`src/sdf_pkg.sv`:
```
/*
  Shared constants for the step input and fault status block: status
  response layout, readback formats, fault limits and timing figures.
  Assumes a single 125 MHz system clock.
*/
`default_nettype none
package sdf_pkg;
  // Status response geometry.
  localparam int STATUS_W = 20;
  localparam int POS_W = 10;
  localparam int STALL_W = 10;
  localparam int COOL_W = 5;
  localparam int CUR_W = 5;
  localparam int CHOPPER_OFF_TIME_W = 4;
  // Field positions inside the status response.
  localparam int UPPER_LSB = 10;
  localparam int STANDSTILL_FLAG_BIT = 7;
  localparam int OLB_BIT = 6;
  localparam int OLA_BIT = 5;
  localparam int COIL_B_GROUND_SHORT_FLAG_BIT = 4;
  localparam int COIL_A_GROUND_SHORT_FLAG_BIT = 3;
  localparam int THERMAL_WARNING_FLAG_BIT = 2;
  localparam int OT_BIT = 1;
  localparam int SG_BIT = 0;
  // Readback format selection codes.
  typedef enum logic [1:0] {
    SDF_RD_POSITION = 2'h0,
    SDF_RD_STALL = 2'h1,
    SDF_RD_STALL_COOL = 2'h2,
    SDF_RD_RESERVED = 2'h3
  } sdf_readback_format_select_t;
  // Short counter limit that shuts the bridge down.
  localparam logic [1:0] SHORT_LIMIT = 2'h3;
  // Open-load clearing needs a current above max/16.
  localparam logic [CUR_W-1:0] CUR_MAX = 5'h1f;
  localparam int CUR_FRAC_SHIFT = 4;
  // Standstill timeout in system clock cycles.
  localparam int STANDSTILL_CYCLES = 1 << 20;
  localparam int STANDSTILL_W = 21;
  // Position bits that give coil polarities.
  localparam int POL_A_BIT = 9;
  localparam int POL_QUARTER_BIT = 8;
  localparam logic [CHOPPER_OFF_TIME_W-1:0] CHOPPER_OFF_TIME_OFF = 4'h0;
endpackage : sdf_pkg
`default_nettype wire

```
`src/sdf_step_input.sv`:
```
/*
  Step and direction synchroniser with edge selection.
  Assumes step_i and dir_i are already glitch filtered by the pad.
*/
`timescale 1ns/1ps
`default_nettype none
module sdf_step_input (
  input wire logic clock_i,
  input wire logic rst_n_i,
  input wire logic step_i,
  input wire logic dir_i,
  input wire logic dual_edge_stepping_i,
  output logic step_pulse_o,
  output logic dir_o
);
  import sdf_pkg::*;

  logic step_s1_q, step_s2_q, step_s3_q;
  logic dir_s1_q, dir_s2_q;
  wire logic step_rise;
  wire logic step_any;

  //////////////////////////////////////////////////////////////////////////
  // Two flops per input plus a third on step for edge history; the first stage is read only by the second.
  always_ff @(posedge clock_i or negedge rst_n_i) begin
    if (!rst_n_i) begin
      step_s1_q <= 1'b0;
      step_s2_q <= 1'b0;
      step_s3_q <= 1'b0;
      dir_s1_q <= 1'b0;
      dir_s2_q <= 1'b0;
    end else begin
      step_s1_q <= step_i; // RULE14
      step_s2_q <= step_s1_q;
      step_s3_q <= step_s2_q;
      dir_s1_q <= dir_i; // RULE14
      dir_s2_q <= dir_s1_q;
    end
  end

  // Edge detection works on the settled copies only.
  assign step_rise = step_s2_q & ~step_s3_q; // RULE13
  assign step_any = step_s2_q ^ step_s3_q; // RULE12
  assign step_pulse_o = dual_edge_stepping_i ? step_any : step_rise;
  assign dir_o = dir_s2_q;
endmodule // sdf_step_input
`default_nettype wire

```
`src/sdf_short_guard.sv`:
```
/*
  Short to ground tracking: per-coil flags, shared short counter and
  latched bridge shutdown. Assumes the short inputs are one-cycle pulses.
*/
`timescale 1ns/1ps
`default_nettype none
module sdf_short_guard (
  input wire logic clock_i,
  input wire logic rst_n_i,
  input wire logic driver_off_i,
  input wire logic short_a_i,
  input wire logic short_b_i,
  input wire logic polarity_change_i,
  output logic flag_a_o,
  output logic flag_b_o,
  output logic shutdown_o
);
  import sdf_pkg::*;

  logic [1:0] count_q, count_d;
  logic flag_a_q, flag_b_q, shutdown_q;
  wire logic [2:0] incr;
  wire logic [2:0] sum;

  // Both coils may short in one cycle; each counts once.
  assign incr = {2'h0, short_a_i} + {2'h0, short_b_i};
  assign sum = {1'b0, count_q} + incr - {2'h0, polarity_change_i & (count_q != 2'h0)};

  // Saturate at the limit so a burst cannot wrap the counter.
  always_comb begin
    count_d = (sum >= {1'b0, SHORT_LIMIT}) ? SHORT_LIMIT : sum[1:0];
  end

  //////////////////////////////////////////////////////////////////////////
  // Disabling the driver is the only way out of a latched shutdown.
  always_ff @(posedge clock_i or negedge rst_n_i) begin
    if (!rst_n_i) begin
      count_q <= 2'h0;
      flag_a_q <= 1'b0;
      flag_b_q <= 1'b0;
      shutdown_q <= 1'b0;
    end else if (driver_off_i) begin
      count_q <= 2'h0; // RULE19
      flag_a_q <= 1'b0; // RULE19
      flag_b_q <= 1'b0;
      shutdown_q <= 1'b0; // RULE8
    end else begin
      count_q <= count_d; // RULE5 RULE6
      flag_a_q <= flag_a_q | short_a_i; // RULE5
      flag_b_q <= flag_b_q | short_b_i; // RULE5
      shutdown_q <= shutdown_q | (count_d == SHORT_LIMIT); // RULE7
    end
  end

  assign flag_a_o = flag_a_q;
  assign flag_b_o = flag_b_q;
  assign shutdown_o = shutdown_q;
endmodule // sdf_short_guard
`default_nettype wire

```
`src/sdf_status_top.sv`:
```
/*
  Step/direction input and diagnostic status block of a stepper driver.
  Holds the microstep position, standstill timer, open-load, short to
  ground, thermal and stall flags, and builds the 20-bit status response
  returned for each serial write command.
  Assumes the serial interface gives a one-cycle write strobe, and that
  the chopper, thermal sensor and stall detector deliver their events
  synchronous to clock_i.
*/
// Summary of operation
// RULE1 - Open load set if no chop event
// RULE2 - Open load clears only above max/16 current
// RULE3 - Open load flags take no protective action
// RULE4 - Controller checks open load during slow motion
// RULE5 - Short sets flag, counts, suspends chopper
// RULE6 - Each polarity change decrements short counter
// RULE7 - Counter at three shuts bridge off
// RULE8 - Only disable and re-enable clears shutdown
// RULE9 - Thermal warning follows active warning threshold
// RULE10 - Thermal shutdown flag set once it occurred
// RULE11 - Stall sets flag and drives test pin
// RULE12 - Dual edge: both step edges active
// RULE13 - Single edge: only rising step edges
// RULE14 - Step and dir synchronised before use
// RULE15 - Controller limits step rate to clock fraction
// RULE16 - Standstill after 2^20 idle clock cycles
// RULE17 - Step counts up dir 0, down dir 1
// RULE18 - Every write returns formatted 20-bit status
// RULE19 - Disabling clears short counter and flags
`timescale 1ns/1ps
`default_nettype none
module sdf_status_top #(
  parameter int STANDSTILL_CYCLES_P = sdf_pkg::STANDSTILL_CYCLES
) (
  input wire logic clock_i,
  input wire logic rst_b_i,
  // Step/direction link from the motion controller.
  input wire logic step_i,
  input wire logic dir_i,
  // Drive control and configuration fields.
  input wire logic dual_edge_stepping_i,
  input wire logic [sdf_pkg::POS_W-1:0] step_increment_i,
  input wire logic driver_enable_low_input_i,
  input wire logic [sdf_pkg::CHOPPER_OFF_TIME_W-1:0] chopper_off_time_i,
  input wire logic [1:0] readback_format_select_i,
  input wire logic [sdf_pkg::CUR_W-1:0] current_scale_i,
  // Events from the chopper and sensors.
  input wire logic chop_event_a_i,
  input wire logic chop_event_b_i,
  input wire logic short_a_i,
  input wire logic short_b_i,
  input wire logic thermal_warning_i,
  input wire logic thermal_shutdown_i,
  input wire logic stall_reached_i,
  input wire logic [sdf_pkg::STALL_W-1:0] stall_value_i,
  input wire logic [sdf_pkg::COOL_W-1:0] cool_scale_i,
  // Serial write command strobe.
  input wire logic write_cmd_i,
  output logic [sdf_pkg::STATUS_W-1:0] driver_status_response_o,
  output logic status_valid_o,
  output logic [sdf_pkg::POS_W-1:0] microstep_position_o,
  output logic standstill_flag_o,
  output logic stall_test_pin_o,
  output logic bridge_enable_o,
  output logic chopper_suspend_o
);
  import sdf_pkg::*;

  //////////////////////////////////////////////////////////////////////////
  // Reset release through two flops; the rest uses rst_n.
  // The pin reset asserts at once but lifts only on a clock edge, so no
  // flop sees its reset release in the middle of a setup window.
  logic rst_s1_q, rst_n;

  always_ff @(posedge clock_i or negedge rst_b_i) begin
    if (!rst_b_i) begin
      rst_s1_q <= 1'b0;
      rst_n <= 1'b0;
    end else begin
      rst_s1_q <= 1'b1;
      rst_n <= rst_s1_q;
    end
  end

  //////////////////////////////////////////////////////////////////////////
  // Step input conditioning.
  wire logic step_pulse;
  wire logic dir_sync;

  sdf_step_input u_step (
    .clock_i(clock_i),
    .rst_n_i(rst_n),
    .step_i(step_i),
    .dir_i(dir_i),
    .dual_edge_stepping_i(dual_edge_stepping_i),
    .step_pulse_o(step_pulse),
    .dir_o(dir_sync)
  );

  // The controller must respect the maximum step rate; an edge closer
  // than the synchroniser can resolve is simply missed.
  // An accepted edge reaches the counter on the third clock edge after the pin moves.
  // RULE15

  //////////////////////////////////////////////////////////////////////////
  // Microstep position counter.
  logic [POS_W-1:0] pos_q;
  wire logic [POS_W-1:0] pos_d;

  // Direction comes from the synchronised copy, so it lines up with the edge.
  // The counter wraps freely, as the electrical angle does.
  assign pos_d = dir_sync ? (pos_q - step_increment_i) : (pos_q + step_increment_i); // RULE17

  always_ff @(posedge clock_i or negedge rst_n) begin
    if (!rst_n) begin
      pos_q <= '0;
    end else if (step_pulse) begin
      pos_q <= pos_d; // RULE17
    end
  end

  //////////////////////////////////////////////////////////////////////////
  // Standstill timer; saturates so the flag holds until the next edge.
  localparam logic [STANDSTILL_W-1:0] STANDSTILL_FLAG_LAST = STANDSTILL_W'(STANDSTILL_CYCLES_P - 1);
  logic [STANDSTILL_W-1:0] idle_q;
  logic standstill_flag_q;
  wire logic idle_done;

  assign idle_done = (idle_q == STANDSTILL_FLAG_LAST);

  // The count stops at the last value rather than wrapping, which keeps a
  // long pause from ever dropping the standstill indication by itself.
  always_ff @(posedge clock_i or negedge rst_n) begin
    if (!rst_n) begin
      idle_q <= '0;
      standstill_flag_q <= 1'b0;
    end else if (step_pulse) begin
      idle_q <= '0;
      standstill_flag_q <= 1'b0;
    end else begin
      idle_q <= idle_done ? idle_q : idle_q + 1'b1;
      standstill_flag_q <= standstill_flag_q | idle_done; // RULE16
    end
  end

  //////////////////////////////////////////////////////////////////////////
  // Coil polarities come from the position: coil B leads by 256.
  wire logic pol_a;
  wire logic pol_b;
  logic pol_a_q, pol_b_q;
  wire logic flip_a;
  wire logic flip_b;

  assign pol_a = pos_q[POL_A_BIT];
  assign pol_b = pos_q[POL_A_BIT] ^ pos_q[POL_QUARTER_BIT];
  assign flip_a = pol_a ^ pol_a_q;
  assign flip_b = pol_b ^ pol_b_q;

  // Last polarities; a difference from the live value marks a flip cycle.
  // After reset both sides read zero, so no false flip follows release.
  always_ff @(posedge clock_i or negedge rst_n) begin
    if (!rst_n) begin
      pol_a_q <= 1'b0;
      pol_b_q <= 1'b0;
    end else begin
      pol_a_q <= pol_a;
      pol_b_q <= pol_b;
    end
  end

  //////////////////////////////////////////////////////////////////////////
  // Open-load detection per coil. Flags are status only; nothing in the
  // drive path reads them. Checking is the controller's job at slow speed.
  // RULE3 RULE4
  wire logic current_high;
  logic seen_a_q, seen_b_q, ola_q, olb_q;

  // Current times sixteen is compared with full scale, so no divider is
  // needed; settings of one or zero never clear a flag.
  assign current_high = ({current_scale_i, CUR_FRAC_SHIFT'(0)} > {CUR_FRAC_SHIFT'(0), CUR_MAX}); // RULE2

  // An event in the flip cycle belongs to the interval that just ended.
  always_ff @(posedge clock_i or negedge rst_n) begin
    if (!rst_n) begin
      seen_a_q <= 1'b0;
      ola_q <= 1'b0;
    end else if (flip_a) begin
      seen_a_q <= 1'b0;
      if (!(seen_a_q | chop_event_a_i)) begin
        ola_q <= 1'b1; // RULE1
      end else if (current_high) begin
        ola_q <= 1'b0; // RULE2
      end
    end else begin
      seen_a_q <= seen_a_q | chop_event_a_i;
    end
  end

  // Coil B follows the same scheme with its own event history.
  always_ff @(posedge clock_i or negedge rst_n) begin
    if (!rst_n) begin
      seen_b_q <= 1'b0;
      olb_q <= 1'b0;
    end else if (flip_b) begin
      seen_b_q <= 1'b0;
      if (!(seen_b_q | chop_event_b_i)) begin
        olb_q <= 1'b1; // RULE1
      end else if (current_high) begin
        olb_q <= 1'b0; // RULE2
      end
    end else begin
      seen_b_q <= seen_b_q | chop_event_b_i;
    end
  end

  //////////////////////////////////////////////////////////////////////////
  // Short to ground handling; off means enable pin high or off-time zero.
  wire logic driver_off;
  wire logic coil_a_ground_short_flag;
  wire logic coil_b_ground_short_flag;
  wire logic short_shutdown;

  // Either off condition alone is enough; a short pulse in the same cycle
  // is neither flagged nor counted, but it still sets the chopper suspend.
  assign driver_off = driver_enable_low_input_i | (chopper_off_time_i == CHOPPER_OFF_TIME_OFF); // RULE8

  // Any polarity flip of either coil counts as one phase change.
  sdf_short_guard u_short (
    .clock_i(clock_i),
    .rst_n_i(rst_n),
    .driver_off_i(driver_off),
    .short_a_i(short_a_i),
    .short_b_i(short_b_i),
    .polarity_change_i(flip_a | flip_b),
    .flag_a_o(coil_a_ground_short_flag),
    .flag_b_o(coil_b_ground_short_flag),
    .shutdown_o(short_shutdown)
  );

  //////////////////////////////////////////////////////////////////////////
  // Thermal and stall flags, bridge control and chopper suspend.
  // Thermal shutdown also holds the bridge off until the driver is cycled.
  logic thermal_warning_flag_q, ot_q, sg_q, bridge_q, suspend_q;

  always_ff @(posedge clock_i or negedge rst_n) begin
    if (!rst_n) begin
      thermal_warning_flag_q <= 1'b0;
      ot_q <= 1'b0;
      sg_q <= 1'b0;
      bridge_q <= 1'b0;
      suspend_q <= 1'b0;
    end else begin
      thermal_warning_flag_q <= thermal_warning_i; // RULE9
      // A new shutdown event wins over the clear by disabling.
      ot_q <= thermal_shutdown_i | (ot_q & ~driver_off); // RULE10
      sg_q <= stall_reached_i; // RULE11
      bridge_q <= ~driver_off & ~short_shutdown & ~ot_q; // RULE7
      suspend_q <= short_a_i | short_b_i; // RULE5
    end
  end

  //////////////////////////////////////////////////////////////////////////
  // Status response assembly, captured on each write command.
  wire logic [POS_W-1:0] upper_field;
  wire logic [STATUS_W-1:0] status_word;
  logic [STATUS_W-1:0] resp_q;
  logic valid_q;

  // The reserved select code returns zeros rather than repeating a field.
  assign upper_field =
    (readback_format_select_i == SDF_RD_POSITION) ? pos_q :
    (readback_format_select_i == SDF_RD_STALL) ? stall_value_i :
    (readback_format_select_i == SDF_RD_STALL_COOL) ?
      {stall_value_i[STALL_W-1:COOL_W], cool_scale_i} : '0;

  assign status_word = {upper_field, 2'h0, standstill_flag_q, olb_q, ola_q,
                        coil_b_ground_short_flag, coil_a_ground_short_flag, thermal_warning_flag_q, ot_q, sg_q};

  // The response is frozen at the strobe edge and holds until the next one.
  always_ff @(posedge clock_i or negedge rst_n) begin
    if (!rst_n) begin
      resp_q <= '0;
      valid_q <= 1'b0;
    end else begin
      valid_q <= write_cmd_i;
      if (write_cmd_i) begin
        resp_q <= status_word; // RULE18
      end
    end
  end

  // Every output is a flop, so the pins never show decode glitches.
  assign driver_status_response_o = resp_q;
  assign status_valid_o = valid_q;
  assign microstep_position_o = pos_q;
  assign standstill_flag_o = standstill_flag_q;
  assign stall_test_pin_o = sg_q; // RULE11
  assign bridge_enable_o = bridge_q;
  assign chopper_suspend_o = suspend_q;
endmodule // sdf_status_top
`default_nettype wire

```
`config.mk`:
```
export PLATFORM = sky130hd
export DESIGN_NAME = sdf_status_top
export DESIGN_NICKNAME = d
export VERILOG_FILES = /design/src/sdf_pkg.sv /design/src/sdf_step_input.sv /design/src/sdf_short_guard.sv /design/src/sdf_status_top.sv
export SDC_FILE = /design/constraint.sdc
export NUM_CORES = 1
export LEC_CHECK = 0
export ABC_AREA = 1
export ABC_CLOCK_PERIOD_IN_PS = 3000
export BUFFER_PORTS_ARGS = -buffer_cell sky130_fd_sc_hd__buf_4
export CORE_ASPECT_RATIO = 1.2
export CORE_MARGIN = 1
export CORE_UTILIZATION = 52
export CTS_BUF_LIST = sky130_fd_sc_hd__clkbuf_8
export DETAILED_ROUTE_END_ITERATION = 6
export GPL_TIMING_DRIVEN = 0
export PLACE_DENSITY = 0.76
export SLEW_MARGIN = 10
export SYNTH_ARGS = -nofsm -noshare
export SYNTH_HDL_FRONTEND = slang
export SYNTH_SLANG_ARGS = --single-unit
```
`constraint.sdc`:
```
create_clock -name clock_i -period 3 [get_ports clock_i]
set_input_delay 0.3 -clock clock_i [delete_from_list [all_inputs] [get_ports clock_i]]
set_output_delay 0.3 -clock clock_i [all_outputs]
set_load 0.01 [all_outputs]
```
==> impl_metrics.yaml <==
synth:
  synthCells: 502
  synth-seq-cells: 74
  ys_seq_area_frac: 0.452
  netlist_area_um2: 4100
  synth_top_cells_by_area: "dfrtp_1 45%, nand2_1 10%, inv_1 6.5%"
  yosysTopAreaCell: "dfrtp_1"
  ys_types: 43
  synth_top_area_share: 0.452
  yosys_warnings: 0
  syn_avg_cell_area_um2: 8.17
detailed_routing:
  first_iter_violations: 147
  vias_per_cell: 5.24
  dr.pass1.iters: 4
  post_drt_wl_per_cell_um: 14.0
  wl_mm: 9.69
  num_vias: 3624
  ant_nets: 0
  drc: 0
finish:
  diodes: 0
  fin_util: 0.666
  fillCellCount: 635
  drive_gt1_frac: 0.213
  final_common_cell: "nand2_1"
  nets: 664
  stdcell_area_um2: 5100
  layout_common_cells: "114 x nand2_1, 81 x buf_4, 73 x dfrtp_1, 71 x inv_1, 47 x nand3_1"
  syn_to_final_growth_pct: 24.4
global_route:
  grt.overflow.total: 0
  grt_use_total: 0.253
  antenna_found_initial: 0
  grt_max_degree: 48
  first_global_vias: 3586
  grt_pass1_wl_mm: 16.7
floorplanning:
  num_io_pins: 85
  dieWidth_um: 83.1
  die_area_um2: 8250
  die_height_um: 99.3
  rows: 35
  core_um2: 7660
  start_util: 0.535
setup_path:
  required_ns: 3.25
  cp_data_arrival_time_ns: 2.92
  cp_max_fo: 7
  crit_path_end_kind: "register"
  crit_path_start_kind: "register"
  worst-setup-path-type: "reg -> reg"
clock_network:
  post_cts_resized: 0
  cts_buffers: 9
  insertion_delay_ns: 0.35
  cts_max_level: 3
  clkSinkCount: 74
  root_buffer: "clkbuf_8"
  clk_pin_slew_ns: 0.09
  cts_tree: "yes"
  clockBufferDepth: 2
power_and_ir_drop:
  p_per_area_nw_per_um2: 728
  power_frac_clock: 0.262
  p_int_w: 0.00234
  max-vdd-ir-drop_mv: 0.515
  seqPwrFrac: 0.372
  total_power_w: 0.00371
  share_comb_of_total_power: 0.366
  swShare: 0.369
  leakage_nw: 2.67
  p_switching_w: 0.00137
sta:
  slew_headroom: 0.558
  fin_crit_sh: 0.892
  fin_crit_ns: 2.67
  setup_violations: 0
  maxSlewViolCount: 0
  fin_skew_ns: 0.0136
  finalSetupTns_ns: 0
  hold_viol: 0
  worstMarginPinSlew_ns: 0.660
  fmax_mhz: 374
  rsz0062_at_grt: "no"
  hold_ws_ns: 0.0491
placement:
  io_buffers: 79
  gp_congestion: 0.879
  dp_hpwl_mm: 7.32
  placed_cell_area_um2: 4840
worst_hold_path:
  min_path_type: "in -> reg"
run:
  max-cap-violations: 0
outcome:
  status: "complete, no violations"
power groups by stage:
| stage | Sequential, W | Combinational, W | Clock, W |
|---|---|---|---|
| global route | 0.00141 | 0.00155 | 0.00102 |
| CTS | 0.00138 | 0.00137 | 0.000987 |
| global placement | 0.00140 | 0.00127 | 0 |
| finish | 0.00138 | 0.00136 | 0.000972 |
| floorplan | 0.00140 | 0.000859 | 0 |
| detailed placement | 0.00140 | 0.00136 | 0 |
per-stage QoR:
| step | worst slack (ns) | std cells |
|---|---|---|
| after floorplan | 0.542 | 503 |
| after global placement | -0.0516 | 674 |
| after detailed placement | 0.228 | 675 |
| after CTS | 0.316 | 692 |
| after global routing | 0.148 | 692 |
| final | 0.325 | 692 |
worst max-delay path: stages (launching register included):
cell,delay (ns)
dfrtp_1,0.50
xor2_2,0.23
xor2_1,0.19
o22ai_1,0.13
inv_1,0.06
ha_1,0.27
inv_1,0.04
ha_1,0.20
fa_1,0.39
xor2_1,0.17
inv_1,0.09
o21ai_0,0.08
o21ai_0,0.16
inv_1,0.07
cell type report:
class / count / area, µm² / share of cell area
plain buffers: 14 / 70.1 / 0.0137
well taps: 92 / 115 / 0.0226
inverters: 74 / 278 / 0.0545
clock buffers: 9 / 124 / 0.0243
multi-input cells: 341 / 1900 / 0.373
flip-flops and latches: 74 / 1860 / 0.364
clock inverters: 7 / 124 / 0.0243
repair buffers: 81 / 631 / 0.124
per-layer routing:
layer,vias up,global-route usage,share of wire
met5,-,0,0
met2,84,0.429,0.50
met3,10,0.0465,0.041
li1,1815,-,-
met1,1715,0.329,0.45
met4,0,0.0836,0.0096
cells by family (layout without fill, tap and decap cells):
family | Yosys count | count (layout) | synth area share
fa+ha+maj | 19 | 19 | 0.0616
buf+inv | 88 | 185 | 0.0848
compound gates | 72 | 72 | 0.108
flops | 74 | 74 | 0.452
xor+xnor | 15 | 15 | 0.0339
simple gates | 232 | 232 | 0.258
other cells | 2 | 3 | 0.00183
registers in the layout, indices dropped and copies added, names as in the netlist, 2 cells and up:
signal	flops
u_short.count_q	2
microstep_position_o	10
idle_q	21
driver_status_response_o	18
worst paths after layout:
kind                                          from                           to  slack, ns  cells after the start
max in group asynchronous                    rst_n  driver_status_response_o[6]       2.20                      1
max reg2reg                microstep_position_o[9]           u_short.shutdown_o       0.33                     13
min reg2reg                                  rst_n              u_step.dir_s1_q       0.25                      0
min                                         step_i             u_step.step_s1_q       0.05                      1
max                        microstep_position_o[9]           u_short.shutdown_o       0.33                     13
min in group asynchronous                    rst_n              u_step.dir_s1_q       0.25                      0
synthesized netlist by cell type, drive strengths merged:
cell	instances
nand2	119
dfrtp	74
inv	74
nand3	49
nor2	36
o21ai	28
a21oi	17
ha	17
nor3	12
xor2	11
clkbuf	9
a22oi	6
nand4	6
or2	6
a31oi	5
buf	5
o31ai	4
xnor2	4
a41oi	3
a21o	2
a22o	2
conb	2
fa	2
nand3b	2
o211ai	2
a211o	1
nor3b	1
nor4	1
o21a	1
o22ai	1
repair_timing:
item / CTS / global route
setup buffers: 0 / 0
endpoints found under the hold margin: 2 / 0
hold buffers: 1 / 0
No activity file was read; power rests on OpenSTA's default activity.
